<file path="config.mk">
export PLATFORM = sky130hd
export DESIGN_NAME = ftpm_fan_tach_monitor
export DESIGN_NICKNAME = d
export VERILOG_FILES = /design/src/design/ftpm_pkg.sv /design/src/design/ftpm_meas_if.sv /design/src/design/ftpm_period_counter.sv /design/src/design/ftpm_fan_tach_monitor.sv
export VERILOG_INCLUDE_DIRS = /design/src /design/src/design
export SDC_FILE = /design/constraint.sdc
export NUM_CORES = 1
export LEC_CHECK = 0
export ABC_AREA = 1
export BUFFER_PORTS_ARGS = -buffer_cell sky130_fd_sc_hd__buf_2
export CELL_PAD_IN_SITES_DETAIL_PLACEMENT = 1
export CELL_PAD_IN_SITES_GLOBAL_PLACEMENT = 2
export CORE_MARGIN = 3
export CORE_UTILIZATION = 39
export DETAILED_ROUTE_END_ITERATION = 8
export GPL_TIMING_DRIVEN = 0
export PLACE_DENSITY = 0.92
export REMOVE_ABC_BUFFERS = 1
export SETUP_SLACK_MARGIN = 0.3
export SYNTH_ARGS = -nofsm -noshare
export SYNTH_HDL_FRONTEND = slang
export SYNTH_SLANG_ARGS = --single-unit
</file>
<file path="constraint.sdc">
create_clock -name sys_clk -period 6.8 [get_ports sys_clk]
set_input_delay 1.02 -clock sys_clk [delete_from_list [all_inputs] [get_ports sys_clk]]
set_output_delay 1.02 -clock sys_clk [all_outputs]
set_load 0.005 [all_outputs]
</file>
<file path="src/design/ftpm_params.svh">
// Constants for the fan tach period monitor: offsets, fields, resets, timing.
// Assumes inclusion by bare name from the design modules and the bench files.
`ifndef FTPM_PARAMS_SVH
`define FTPM_PARAMS_SVH

// ----------------------------------------------------------------------------
// Register offsets
// ----------------------------------------------------------------------------
`define FTPM_OFS_CONFIG      8'h00
`define FTPM_OFS_DIVISOR     8'h05
`define FTPM_OFS_FAN1_READ   8'h28
`define FTPM_OFS_FAN2_READ   8'h29
`define FTPM_OFS_FAN1_LIMIT  8'h3c
`define FTPM_OFS_FAN2_LIMIT  8'h3d

// ----------------------------------------------------------------------------
// Reset values
// ----------------------------------------------------------------------------
`define FTPM_RST_CONFIG      8'h08
`define FTPM_RST_DIVISOR     8'h14
`define FTPM_RST_READ        8'h00
`define FTPM_RST_LIMIT       8'h00

// ----------------------------------------------------------------------------
// Field positions
// ----------------------------------------------------------------------------
`define FTPM_CFG_START_BIT   0
`define FTPM_CFG_INTCLR_BIT  3
`define FTPM_CFG_INIT_BIT    7
`define FTPM_DIV1_LSB        2
`define FTPM_DIV2_LSB        4

// ----------------------------------------------------------------------------
// Timing: internal time base derived from the system clock
// ----------------------------------------------------------------------------
`define FTPM_CLK_HZ          125000000
`define FTPM_OSC_HZ          22500
`define FTPM_BASE_DIV        (`FTPM_CLK_HZ / `FTPM_OSC_HZ)
`define FTPM_COUNT_FULL      8'hff

`endif

</file>
<file path="src/design/ftpm_pkg.sv">
// Types shared by the fan tach period monitor modules.
// Assumes the constants header is on the include path.
package ftpm_pkg;
    typedef logic [7:0] ftpm_addr_t;
    typedef logic [7:0] ftpm_byte_t;
    typedef logic [1:0] ftpm_divsel_t;

    // Measurement engine states
    typedef enum logic [1:0] {CNT_IDLE, CNT_ARM, CNT_RUN} ftpm_cnt_state_e;

    // Fan sequencer states
    typedef enum logic [1:0] {SEQ_IDLE, SEQ_FAN1, SEQ_FAN2} ftpm_seq_state_e;
endpackage : ftpm_pkg

</file>
<file path="src/design/ftpm_meas_if.sv">
// Link between the fan sequencer and the period measurement engine.
// Assumes both ends share sys_clk.
`timescale 1ns/1ps
interface ftpm_meas_if;
    logic                start;     // One-cycle pulse: begin a measurement
    logic                abort;     // Level: monitoring halted
    logic                tachLevel; // Selected fan tach level
    logic                tick;      // Prescaled time-base pulse
    logic                done;      // One-cycle pulse: count is valid
    logic                busy;      // Measurement in progress
    ftpm_pkg::ftpm_byte_t count;    // Running tick count; holds the result after done

    modport seq (output start, output abort, output tachLevel, output tick,
                 input done, input busy, input count);
    modport counter (input start, input abort, input tachLevel, input tick,
                     output done, output busy, output count);
endinterface : ftpm_meas_if

</file>
<file path="src/design/ftpm_period_counter.sv">
// Period measurement engine: counts time-base ticks between a tach rising
// edge and the second rising edge after it, saturating at full scale.
// Assumes the tach level is synchronous to sys_clk.
`timescale 1ns/1ps
`include "ftpm_params.svh"
module ftpm_period_counter (
    input  wire logic      sys_clk,
    input  wire logic      rst,
    ftpm_meas_if.counter   meas
);
    import ftpm_pkg::*;

    typedef struct packed {
        ftpm_cnt_state_e state;
        logic            edges;
        logic            tachPrev;
        ftpm_byte_t      count;
        logic            done;
    } ftpm_cnt_s;

    ftpm_cnt_s st_reg;
    ftpm_cnt_s st_next;
    logic      rise;

    assign rise       = meas.tachLevel & ~st_reg.tachPrev;
    assign meas.done  = st_reg.done;
    assign meas.count = st_reg.count;
    assign meas.busy  = (st_reg.state != CNT_IDLE);

    // ------------------------------------------------------------------------
    // Next-state logic
    // ------------------------------------------------------------------------
    always_comb begin
        st_next          = st_reg;
        st_next.done     = 1'b0;
        st_next.tachPrev = meas.tachLevel;
        if (meas.abort) begin
            st_next.state = CNT_IDLE;
        end else begin
            unique case (st_reg.state)
                CNT_IDLE: begin
                    if (meas.start) begin
                        st_next.state = CNT_ARM;
                    end
                end
                CNT_ARM: begin
                    if (rise) begin
                        st_next.state = CNT_RUN;
                        st_next.edges = 1'b0;
                        st_next.count = 8'h00;
                    end
                end
                CNT_RUN: begin
                    if (rise && st_reg.edges) begin
                        st_next.done  = 1'b1;
                        st_next.state = CNT_IDLE;
                    end else if (st_reg.count == `FTPM_COUNT_FULL) begin
                        st_next.done  = 1'b1;
                        st_next.state = CNT_IDLE;
                    end else begin
                        if (rise) begin
                            st_next.edges = 1'b1;
                        end
                        if (meas.tick) begin
                            st_next.count = st_reg.count + 8'h01;
                        end
                    end
                end
            endcase
        end
    end

    // ------------------------------------------------------------------------
    // State register
    // ------------------------------------------------------------------------
    always_ff @(posedge sys_clk or posedge rst) begin
        if (rst) begin
            st_reg <= '{state: CNT_IDLE, edges: 1'b0, tachPrev: 1'b0,
                        count: 8'h00, done: 1'b0};
        end else begin
            st_reg <= st_next;
        end
    end
endmodule : ftpm_period_counter

</file>
<file path="src/design/ftpm_fan_tach_monitor.sv">
// Fan tach period monitor: registers, time base, prescaler, fan sequencer
// and low-speed limit comparison for two fans.
// Assumes a simple synchronous register port from the serial interface and
// tach inputs already conditioned and synchronous to sys_clk.
//
// Summary of operation
// - Fan measuring starts with monitoring start, unsynchronised to analog work.
// - Each measurement spans two tach periods, three rising edges.
// - Count 22.5 kHz time-base ticks in an 8-bit counter over window.
// - Window opens at a rising edge, closes at second following one.
// - Fans are measured one after the other, never together.
// - Measurement also ends when counter reaches full scale.
// - Completed count goes to that fan's reading register, readable anytime.
// - Readings refresh while monitoring runs; updates stop when halted.
// - Prescaler divides time base by 1, 2, 4 or 8.
// - Prescaler setting resets to divide by two.
// - Count equals base frequency times sixty over rpm times divisor.
// - Each fan has one low-speed limit, a maximum count.
// - Alarm when a completed count exceeds that fan's limit.
`timescale 1ns/1ps
`include "ftpm_params.svh"
module ftpm_fan_tach_monitor #(
    parameter int unsigned BASE_DIV = `FTPM_BASE_DIV
) (
    input  wire logic                 sys_clk,
    input  wire logic                 rst,
    input  wire logic                 fan_one_pulse_input,
    input  wire logic                 fan_two_pulse_input,
    input  wire logic                 regWrEn,
    input  wire logic                 regRdEn,
    input  wire ftpm_pkg::ftpm_addr_t regAddr,
    input  wire ftpm_pkg::ftpm_byte_t regWrData,
    output ftpm_pkg::ftpm_byte_t      regRdData,
    output logic                      fanOneAlarm,
    output logic                      fanTwoAlarm,
    output logic                      monitorActive
);
    import ftpm_pkg::*;

    typedef struct packed {
        ftpm_byte_t      cfg;
        ftpm_byte_t      divCfg;
        ftpm_byte_t      read1;
        ftpm_byte_t      read2;
        ftpm_byte_t      limit1;
        ftpm_byte_t      limit2;
        logic [1:0]      alarm;
        ftpm_seq_state_e state;
        logic [12:0]     baseCnt;
        logic [2:0]      preCnt;
        logic            startPulse;
        ftpm_byte_t      rdData;
    } ftpm_mon_s;

    ftpm_mon_s st_reg;
    ftpm_mon_s st_next;

    ftpm_meas_if meas ();

    logic         running;
    logic         baseTick;
    ftpm_divsel_t divSel;

    // ------------------------------------------------------------------------
    // Helpers
    // ------------------------------------------------------------------------
    // Prescaler mask: divisor minus one for settings 1, 2, 4, 8
    function automatic logic [2:0] div_mask(input ftpm_divsel_t sel);
        unique case (sel)
            2'd0: div_mask = 3'h0;
            2'd1: div_mask = 3'h1;
            2'd2: div_mask = 3'h3;
            2'd3: div_mask = 3'h7;
        endcase
    endfunction : div_mask

    // Read decode shared by the register port
    function automatic ftpm_byte_t reg_read(input ftpm_mon_s s, input ftpm_addr_t a);
        unique case (a)
            `FTPM_OFS_CONFIG:     reg_read = s.cfg;
            `FTPM_OFS_DIVISOR:    reg_read = s.divCfg;
            `FTPM_OFS_FAN1_READ:  reg_read = s.read1;
            `FTPM_OFS_FAN2_READ:  reg_read = s.read2;
            `FTPM_OFS_FAN1_LIMIT: reg_read = s.limit1;
            `FTPM_OFS_FAN2_LIMIT: reg_read = s.limit2;
            default:              reg_read = 8'h00;
        endcase
    endfunction : reg_read

    // ------------------------------------------------------------------------
    // Engine hookup
    // ------------------------------------------------------------------------
    // fan run follows start
    assign running = st_reg.cfg[`FTPM_CFG_START_BIT];
    assign meas.tachLevel = (st_reg.state == SEQ_FAN2) ? fan_two_pulse_input
                                                       : fan_one_pulse_input;
    assign divSel = (st_reg.state == SEQ_FAN2)
                  ? st_reg.divCfg[`FTPM_DIV2_LSB +: 2]
                  : st_reg.divCfg[`FTPM_DIV1_LSB +: 2];
    assign baseTick = (st_reg.baseCnt == 13'(BASE_DIV - 1));
    assign meas.tick  = baseTick && ((st_reg.preCnt & div_mask(divSel)) == div_mask(divSel));
    assign meas.start = st_reg.startPulse;
    assign meas.abort = ~running;

    assign regRdData     = st_reg.rdData;
    assign fanOneAlarm   = st_reg.alarm[0];
    assign fanTwoAlarm   = st_reg.alarm[1];
    assign monitorActive = meas.busy;

    ftpm_period_counter u_counter (
        .sys_clk (sys_clk),
        .rst     (rst),
        .meas    (meas.counter)
    );

    // ------------------------------------------------------------------------
    // Next-state logic
    // ------------------------------------------------------------------------
    always_comb begin
        st_next            = st_reg;
        st_next.startPulse = 1'b0;

        // Time base: free divider of the system clock
        if (baseTick) begin
            st_next.baseCnt = 13'h0000;
        end else begin
            st_next.baseCnt = st_reg.baseCnt + 13'h0001;
        end
        // Prescaler restarts with each measurement so windows stay aligned
        if (st_reg.startPulse) begin
            st_next.preCnt = 3'h0;
        end else if (baseTick) begin
            st_next.preCnt = st_reg.preCnt + 3'h1;
        end

        // Sequencer: fan one, fan two, repeat while running
        unique case (st_reg.state)
            SEQ_IDLE: begin
                if (running) begin
                    st_next.state      = SEQ_FAN1;
                    st_next.startPulse = 1'b1;
                end
            end
            SEQ_FAN1: begin
                if (!running) begin
                    st_next.state = SEQ_IDLE;
                end else if (meas.done) begin
                    st_next.read1      = meas.count;
                    st_next.alarm[0]   = (meas.count > st_reg.limit1);
                    st_next.state      = SEQ_FAN2;
                    st_next.startPulse = 1'b1;
                end
            end
            SEQ_FAN2: begin
                if (!running) begin
                    st_next.state = SEQ_IDLE;
                end else if (meas.done) begin
                    st_next.read2      = meas.count;
                    st_next.alarm[1]   = (meas.count > st_reg.limit2);
                    st_next.state      = SEQ_FAN1;
                    st_next.startPulse = 1'b1;
                end
            end
            default: begin
                st_next.state = SEQ_IDLE;
            end
        endcase

        // Register reads: data is registered, one cycle after the strobe
        if (regRdEn) begin
            st_next.rdData = reg_read(st_reg, regAddr);
        end

        // Register writes; readings are read only
        if (regWrEn) begin
            unique case (regAddr)
                `FTPM_OFS_CONFIG: begin
                    if (regWrData[`FTPM_CFG_INIT_BIT]) begin
                        // Initialise: user registers back to defaults, bit clears
                        st_next.cfg    = `FTPM_RST_CONFIG;
                        st_next.divCfg = `FTPM_RST_DIVISOR;
                        st_next.limit1 = `FTPM_RST_LIMIT;
                        st_next.limit2 = `FTPM_RST_LIMIT;
                    end else begin
                        st_next.cfg = regWrData;
                    end
                end
                `FTPM_OFS_DIVISOR:    st_next.divCfg = regWrData;
                `FTPM_OFS_FAN1_LIMIT: st_next.limit1 = regWrData;
                `FTPM_OFS_FAN2_LIMIT: st_next.limit2 = regWrData;
                default: begin
                end
            endcase
        end
    end

    // ------------------------------------------------------------------------
    // State register
    // ------------------------------------------------------------------------
    always_ff @(posedge sys_clk or posedge rst) begin
        if (rst) begin
            st_reg.cfg        <= `FTPM_RST_CONFIG;
            st_reg.divCfg     <= `FTPM_RST_DIVISOR;
            st_reg.read1      <= `FTPM_RST_READ;
            st_reg.read2      <= `FTPM_RST_READ;
            st_reg.limit1     <= `FTPM_RST_LIMIT;
            st_reg.limit2     <= `FTPM_RST_LIMIT;
            st_reg.alarm      <= 2'b00;
            st_reg.state      <= SEQ_IDLE;
            st_reg.baseCnt    <= 13'h0000;
            st_reg.preCnt     <= 3'h0;
            st_reg.startPulse <= 1'b0;
            st_reg.rdData     <= 8'h00;
        end else begin
            st_reg <= st_next;
        end
    end
endmodule : ftpm_fan_tach_monitor

</file>
; After elaboration in Yosys (flattened, before gate mapping)
; Cells that the tools add are included.
[totals]
out_inout_bits = 11
register_bits = 90
[op_classes]
reduce_logical = 23
n_addsub = 3
mux = 42
magnitude_cmp = 2
n_bitwise = 3
eq_ne = 27
[op_table]
columns = cell, n
row1 = 8-bit case mux with 2 select lines, 4
row2 = 8-bit case mux with 6 select lines, 1
row3 = 8-bit two-way mux, 5
row4 = "8-bit by 6-bit == test with 1-bit output, second input constant", 4
row5 = 3-bit AND reduction, 7
row6 = 2-bit two-way mux, 10
row7 = 8-bit > comparator, 2
row8 = 16-bit two-way mux, 1
row9 = "13-bit by 1-bit adder with 13-bit output, second input constant", 1
row10 = "13-bit == test, second input constant", 1
row11 = 13-bit two-way mux, 1
row12 = 2-bit case mux with 3 select lines, 2
row13 = 3-bit case mux with 4 select lines, 1
row14 = 6-bit AND reduction, 2
row15 = 2-bit nonzero test, 6
row16 = 1-bit two-way mux, 11
row17 = "2-bit != test, second input constant", 5
row18 = 3-bit two-way mux, 3
row19 = "3-bit by 2-bit != test with 1-bit output, second input constant", 3
row20 = "8-bit by 1-bit adder with 8-bit output, second input constant", 1
row21 = "2-bit == test, second input constant", 4
row22 = "8-bit by 3-bit == test with 1-bit output, second input constant", 1
row23 = "8-bit == test, second input constant", 1
row24 = 8-bit zero test, 1
row25 = other kinds (15), 22

; Longest topological paths before layout
[logic_depth]
ltp_word = 11
depth_mapped = 12

; Modules after synthesis
; From an unflattened synthesis, not the netlist that was laid out.
[unflattened]
cells_unflattened = 690
hier_area_um2 = 5268.8
[by_module_without_submodules]
columns = mod, area_per_inst_um2, cells_per_inst, n_inst
row1 = ftpm_fan_tach_monitor, 4372.9, 567, 1
row2 = ftpm_period_counter, 895.9, 123, 1

; Worst setup path after synthesis
; OpenSTA, ideal clock, no wires.
[synth_timing]
path_type = input port to flip-flop
from = in regAddr[1]
to = reg st_reg[64] (netlist name)
n_path_buf = 0
path_stages = 8
setup_ns = 0.126
slack_ns = 4.742
arrival_time_ns = 1.932
path_cell_list = inv_1 -> nand2_1 -> nor3_4 -> nand2_2 -> nand2_1 -> nand3_2 -> nand2_1 -> o21ai_0
[synth_between]
elab_chain_len = 3
word_cells_on_any_way = 6
[synth_rtl]
columns = item, line
row1 = start: declaration, ftpm_fan_tach_monitor.sv:31  ; input wire ftpm_pkg::ftpm_addr_t regAddr,
row2 = 8-bit by 3-bit == test with 1-bit output or 8-bit zero test (tied branches), ftpm_fan_tach_monitor.sv:176  ; unique case (regAddr)
row3 = 2-bit nonzero test (no source line) or 2-bit != test (tied branches), -
row4 = 3-bit AND reduction (no source line), -
row5 = end signal: assignment, ftpm_fan_tach_monitor.sv:215  ; st_reg <= st_next;
row6 = end: declaration, ftpm_fan_tach_monitor.sv:55  ; ftpm_mon_s st_reg;
; Parallel ways exist; a longest one is shown, timed or not.
; A chain may end at the register's enable or synchronous reset.

; Worst setup path in the final report
[layout_timing]
from = in regAddr[7]
to = reg st_reg[44] (netlist name)
[layout_between]
elab_chain_len = 3
word_cells_on_any_way = 6
[layout_rtl]
columns = item, line
row1 = 8-bit by 6-bit == test with 1-bit output or 8-bit zero test (tied branches), ftpm_fan_tach_monitor.sv:176
row2 = 2-bit nonzero test (no source line) or 2-bit != test (tied branches), -
row3 = 3-bit AND reduction (no source line), -
; Parallel ways exist; a longest one is shown, timed or not.

==> metrics.md <==
| Metric | Value |
|---|---|
| Most common cell in the netlist | `nand2_1` |
| FF+latch count, synth | `89` |
| Netlist cell types | `34` |
| Row count | `40` |
| Core Util, Final | `45.7%` |
| Main synth FF type | `dfrtp_1` |
| Post-route ant nets | `0` |
| CTS root buf | `clkbuf_16` |
| NumNets Final | `731` |
| Synth area leader | `dfrtp_1` |
| Commonest cells in the netlist | `nand2_1, dfrtp_1, inv_1` |
| Yosys top cell area share | `between 40% and 50%` |
| Min-Delay Path Depth | `2` |
| Floorplan die height | `around 120 µm` |
| Worst path arrival time | `around 2.5 ns` |
| Setup violations, final | `0` |
| Fillers | `~1.6k` |
| DP Area | `5330 µm²` |
| Wire per inst | `~17 µm` |
| Seq. cell area | `2230 µm²` |
| Setup repair bufs after CTS | `0` |
| Final Wtd Congestion | `0.862` |
| Total grt overflow | `0` |
| Via density | `5.20` |
| Drt pass-1 iters | `5` |
| Num ports | `33` |
| Max rail drop VDD | `0.123 mV` |
| Antenna diodes | `0` |
| Total negative setup slack | `0 ns` |
| Clock skew | `roughly 0.008 ns` |
| Clock sink count | `about 90` |
| Endpoints failing hold | `0` |
| Total design power | `1380 µW` |
| Cts hold-fix bufs | `0` |
| Minimum clock period after layout | `2.25 ns` |
| Post-synthesis sequential area ratio | `between 40% and 50%` |
| Lkg Pwr | `approximately 0.0028 µW` |
| Num CTS Buffers | `9` |
| RSZ-0062 raised after global routing | `no` |
| Max_cap viols | `0` |
| Worst-path fanout max | `15` |
| Crit share post-route | `33.1%` |
| Final Cell Area | `~5600 µm²` |
| # resized after CTS | `0` |
| Starting Density | `about two fifths` |
| CORE AREA | `approximately 12,000 µm²` |
| Syn Area/Cell | `about 7.7 µm²` |
| First-pass GRT wire length | `approximately 24,000 µm` |
| Final wirelength | `14,200 µm` |
| Pwr per Cell Area | `roughly 250 nW/µm²` |
| WP data required | `roughly 7 ns` |
| Vias in the first global route | `4,701` |
| Fraction of registers with async set or reset after synthesis | `between 90% and 100%` |
| # DRC | `0` |
| Yosys warns | `0` |
| Worst-skew pair later-pin latency | `0.35 ns` |
| Multi-input logic area | `around 2400 µm²` |
| Number of port buffers | `32` |
| Share of layout cells above drive strength 1 | `11.2%` |
| Initial antenna violation count | `0` |
| CTS clock-pin slew for the worst setup and hold paths | `0.06 ns` |
| Mapped cell area | `5040 µm²` |
| H-tree level count | `3` |
| Status | `complete, no violations` |
| CP endpoint kind | `flop` |
| Die ar. | `approximately 14,000 µm²` |
| Initial DRC Count | `between 200 and 250` |
| CTS tree | `yes` |
| Top cells by area, synth | `dfrtp_1, nand2_1, ha_1` |
| EDFF count, synth | `0` |
| Dpl cells | `838` |
| Worst Hold Class | `reg2reg` |
| Area grow syn2layout | `11.7%` |
| Max-slew violations | `0` |
| Critical path type | `in2reg` |
| Worst Tran Pin Value | `0.932 ns` |
| Post-Layout Cell Count | `~850` |
| Tot GR Track Use | `between 20% and 30%` |
| Routed via count | `4,441` |
| Depth of the worst register-to-register path | `11` |
| Largest net degree at the start of global routing | `48` |
| Slew margin rel. | `between 30% and 40%` |
| Die Width | `roughly 120 µm` |
| Post-DP HPWL | `between 10,000 and 15,000 µm` |
| Cells after synthesis | `653` |
| Startpoint types | `input pin` |
| Largest register FFs | `64` |
| Max Fclk | `approximately 0.44 GHz` |
| Clk buf depth | `2` |
cell families after synthesis:
kind of cell	Yosys count	share of synthesized area, %
simple gates	336	29.8
buf+inv	106	8.84
compound gates	89	9.29
flops	89	44.3
fa+ha+maj	28	6.95
xor+xnor	5	0.869
layer usage:
layer | share of wire (%) | track usage (%)
met1 | 48 | 29.2
met2 | 47 | 33.7
met3 | 2.9 | 2.21
met4 | 2.5 | 8.66
met5 | 0 | 0
worst max-delay path, stage by stage:
cell and delay (ns):
buf_2 0.11, inv_1 0.05, nand2_1 0.10, nor3_4 0.49
nand4_1 0.45, o21ai_0 0.29
worst paths after layout:
path / start / to / slack [ns]
max: regAddr[7] / st_reg[44]$_DFFE_PP0P_ / 4.55
min: fanTwoAlarm$_DFFE_PP0P_ / fanTwoAlarm$_DFFE_PP0P_ / 0.48
max reg2reg: st_reg[25]$_DFFE_PP0P_ / u_counter.meas.count[2]$_DFFE_PP0P_ / 4.85
min reg2reg: fanTwoAlarm$_DFFE_PP0P_ / fanTwoAlarm$_DFFE_PP0P_ / 0.48
max in group asynchronous: rst / st_reg[65]$_DFFE_PP1P_ / 5.34
min in group asynchronous: rst / st_reg[59]$_DFFE_PP0P_ / 0.76
power breakdown:
group / total [µW] / internal (µW) / switching [µW]
Clock: 516 / 295 / 221
Combinational: 276 / 92.6 / 183
Sequential: 591 / 563 / 27.4
area by class of cell:
class,count,area share [%]
tap,168,3.73
clock buffer,11,4.31
clock inverter,5,1.00
timing repair buffer,33,3.33
multi-input combinational,458,42.0
sequential,89,39.6
inverter,90,6.04
through the flow:
step	setup slack [ns]	hold slack (ns)
after detailed placement	4.19	0.471
after floorplan	3.48	0.449
final	4.55	0.480
after global placement	2.31	0.463
after CTS	4.55	0.484
after global routing	4.35	0.519
cells in the final DEF (no fill, tap or decap), types with 3 or more instances in the layout:
cell and instances:
inv_1 85, dfstp_2 3, o21ai_1 11, nand2_2 4
o31ai_1 3, clkbuf_16 9, a31oi_1 3, dfrtp_1 86
nand3_2 3, nor2_4 5, nor3_4 3, inv_2 4
nand3_1 54, xor2_1 4, nor3_1 7, a21oi_1 27
o21ai_0 40, buf_2 32, ha_1 28, nand4_1 7
nor2_1 68, nand2_1 176
Note: power is estimated with default switching activity, not from simulation.
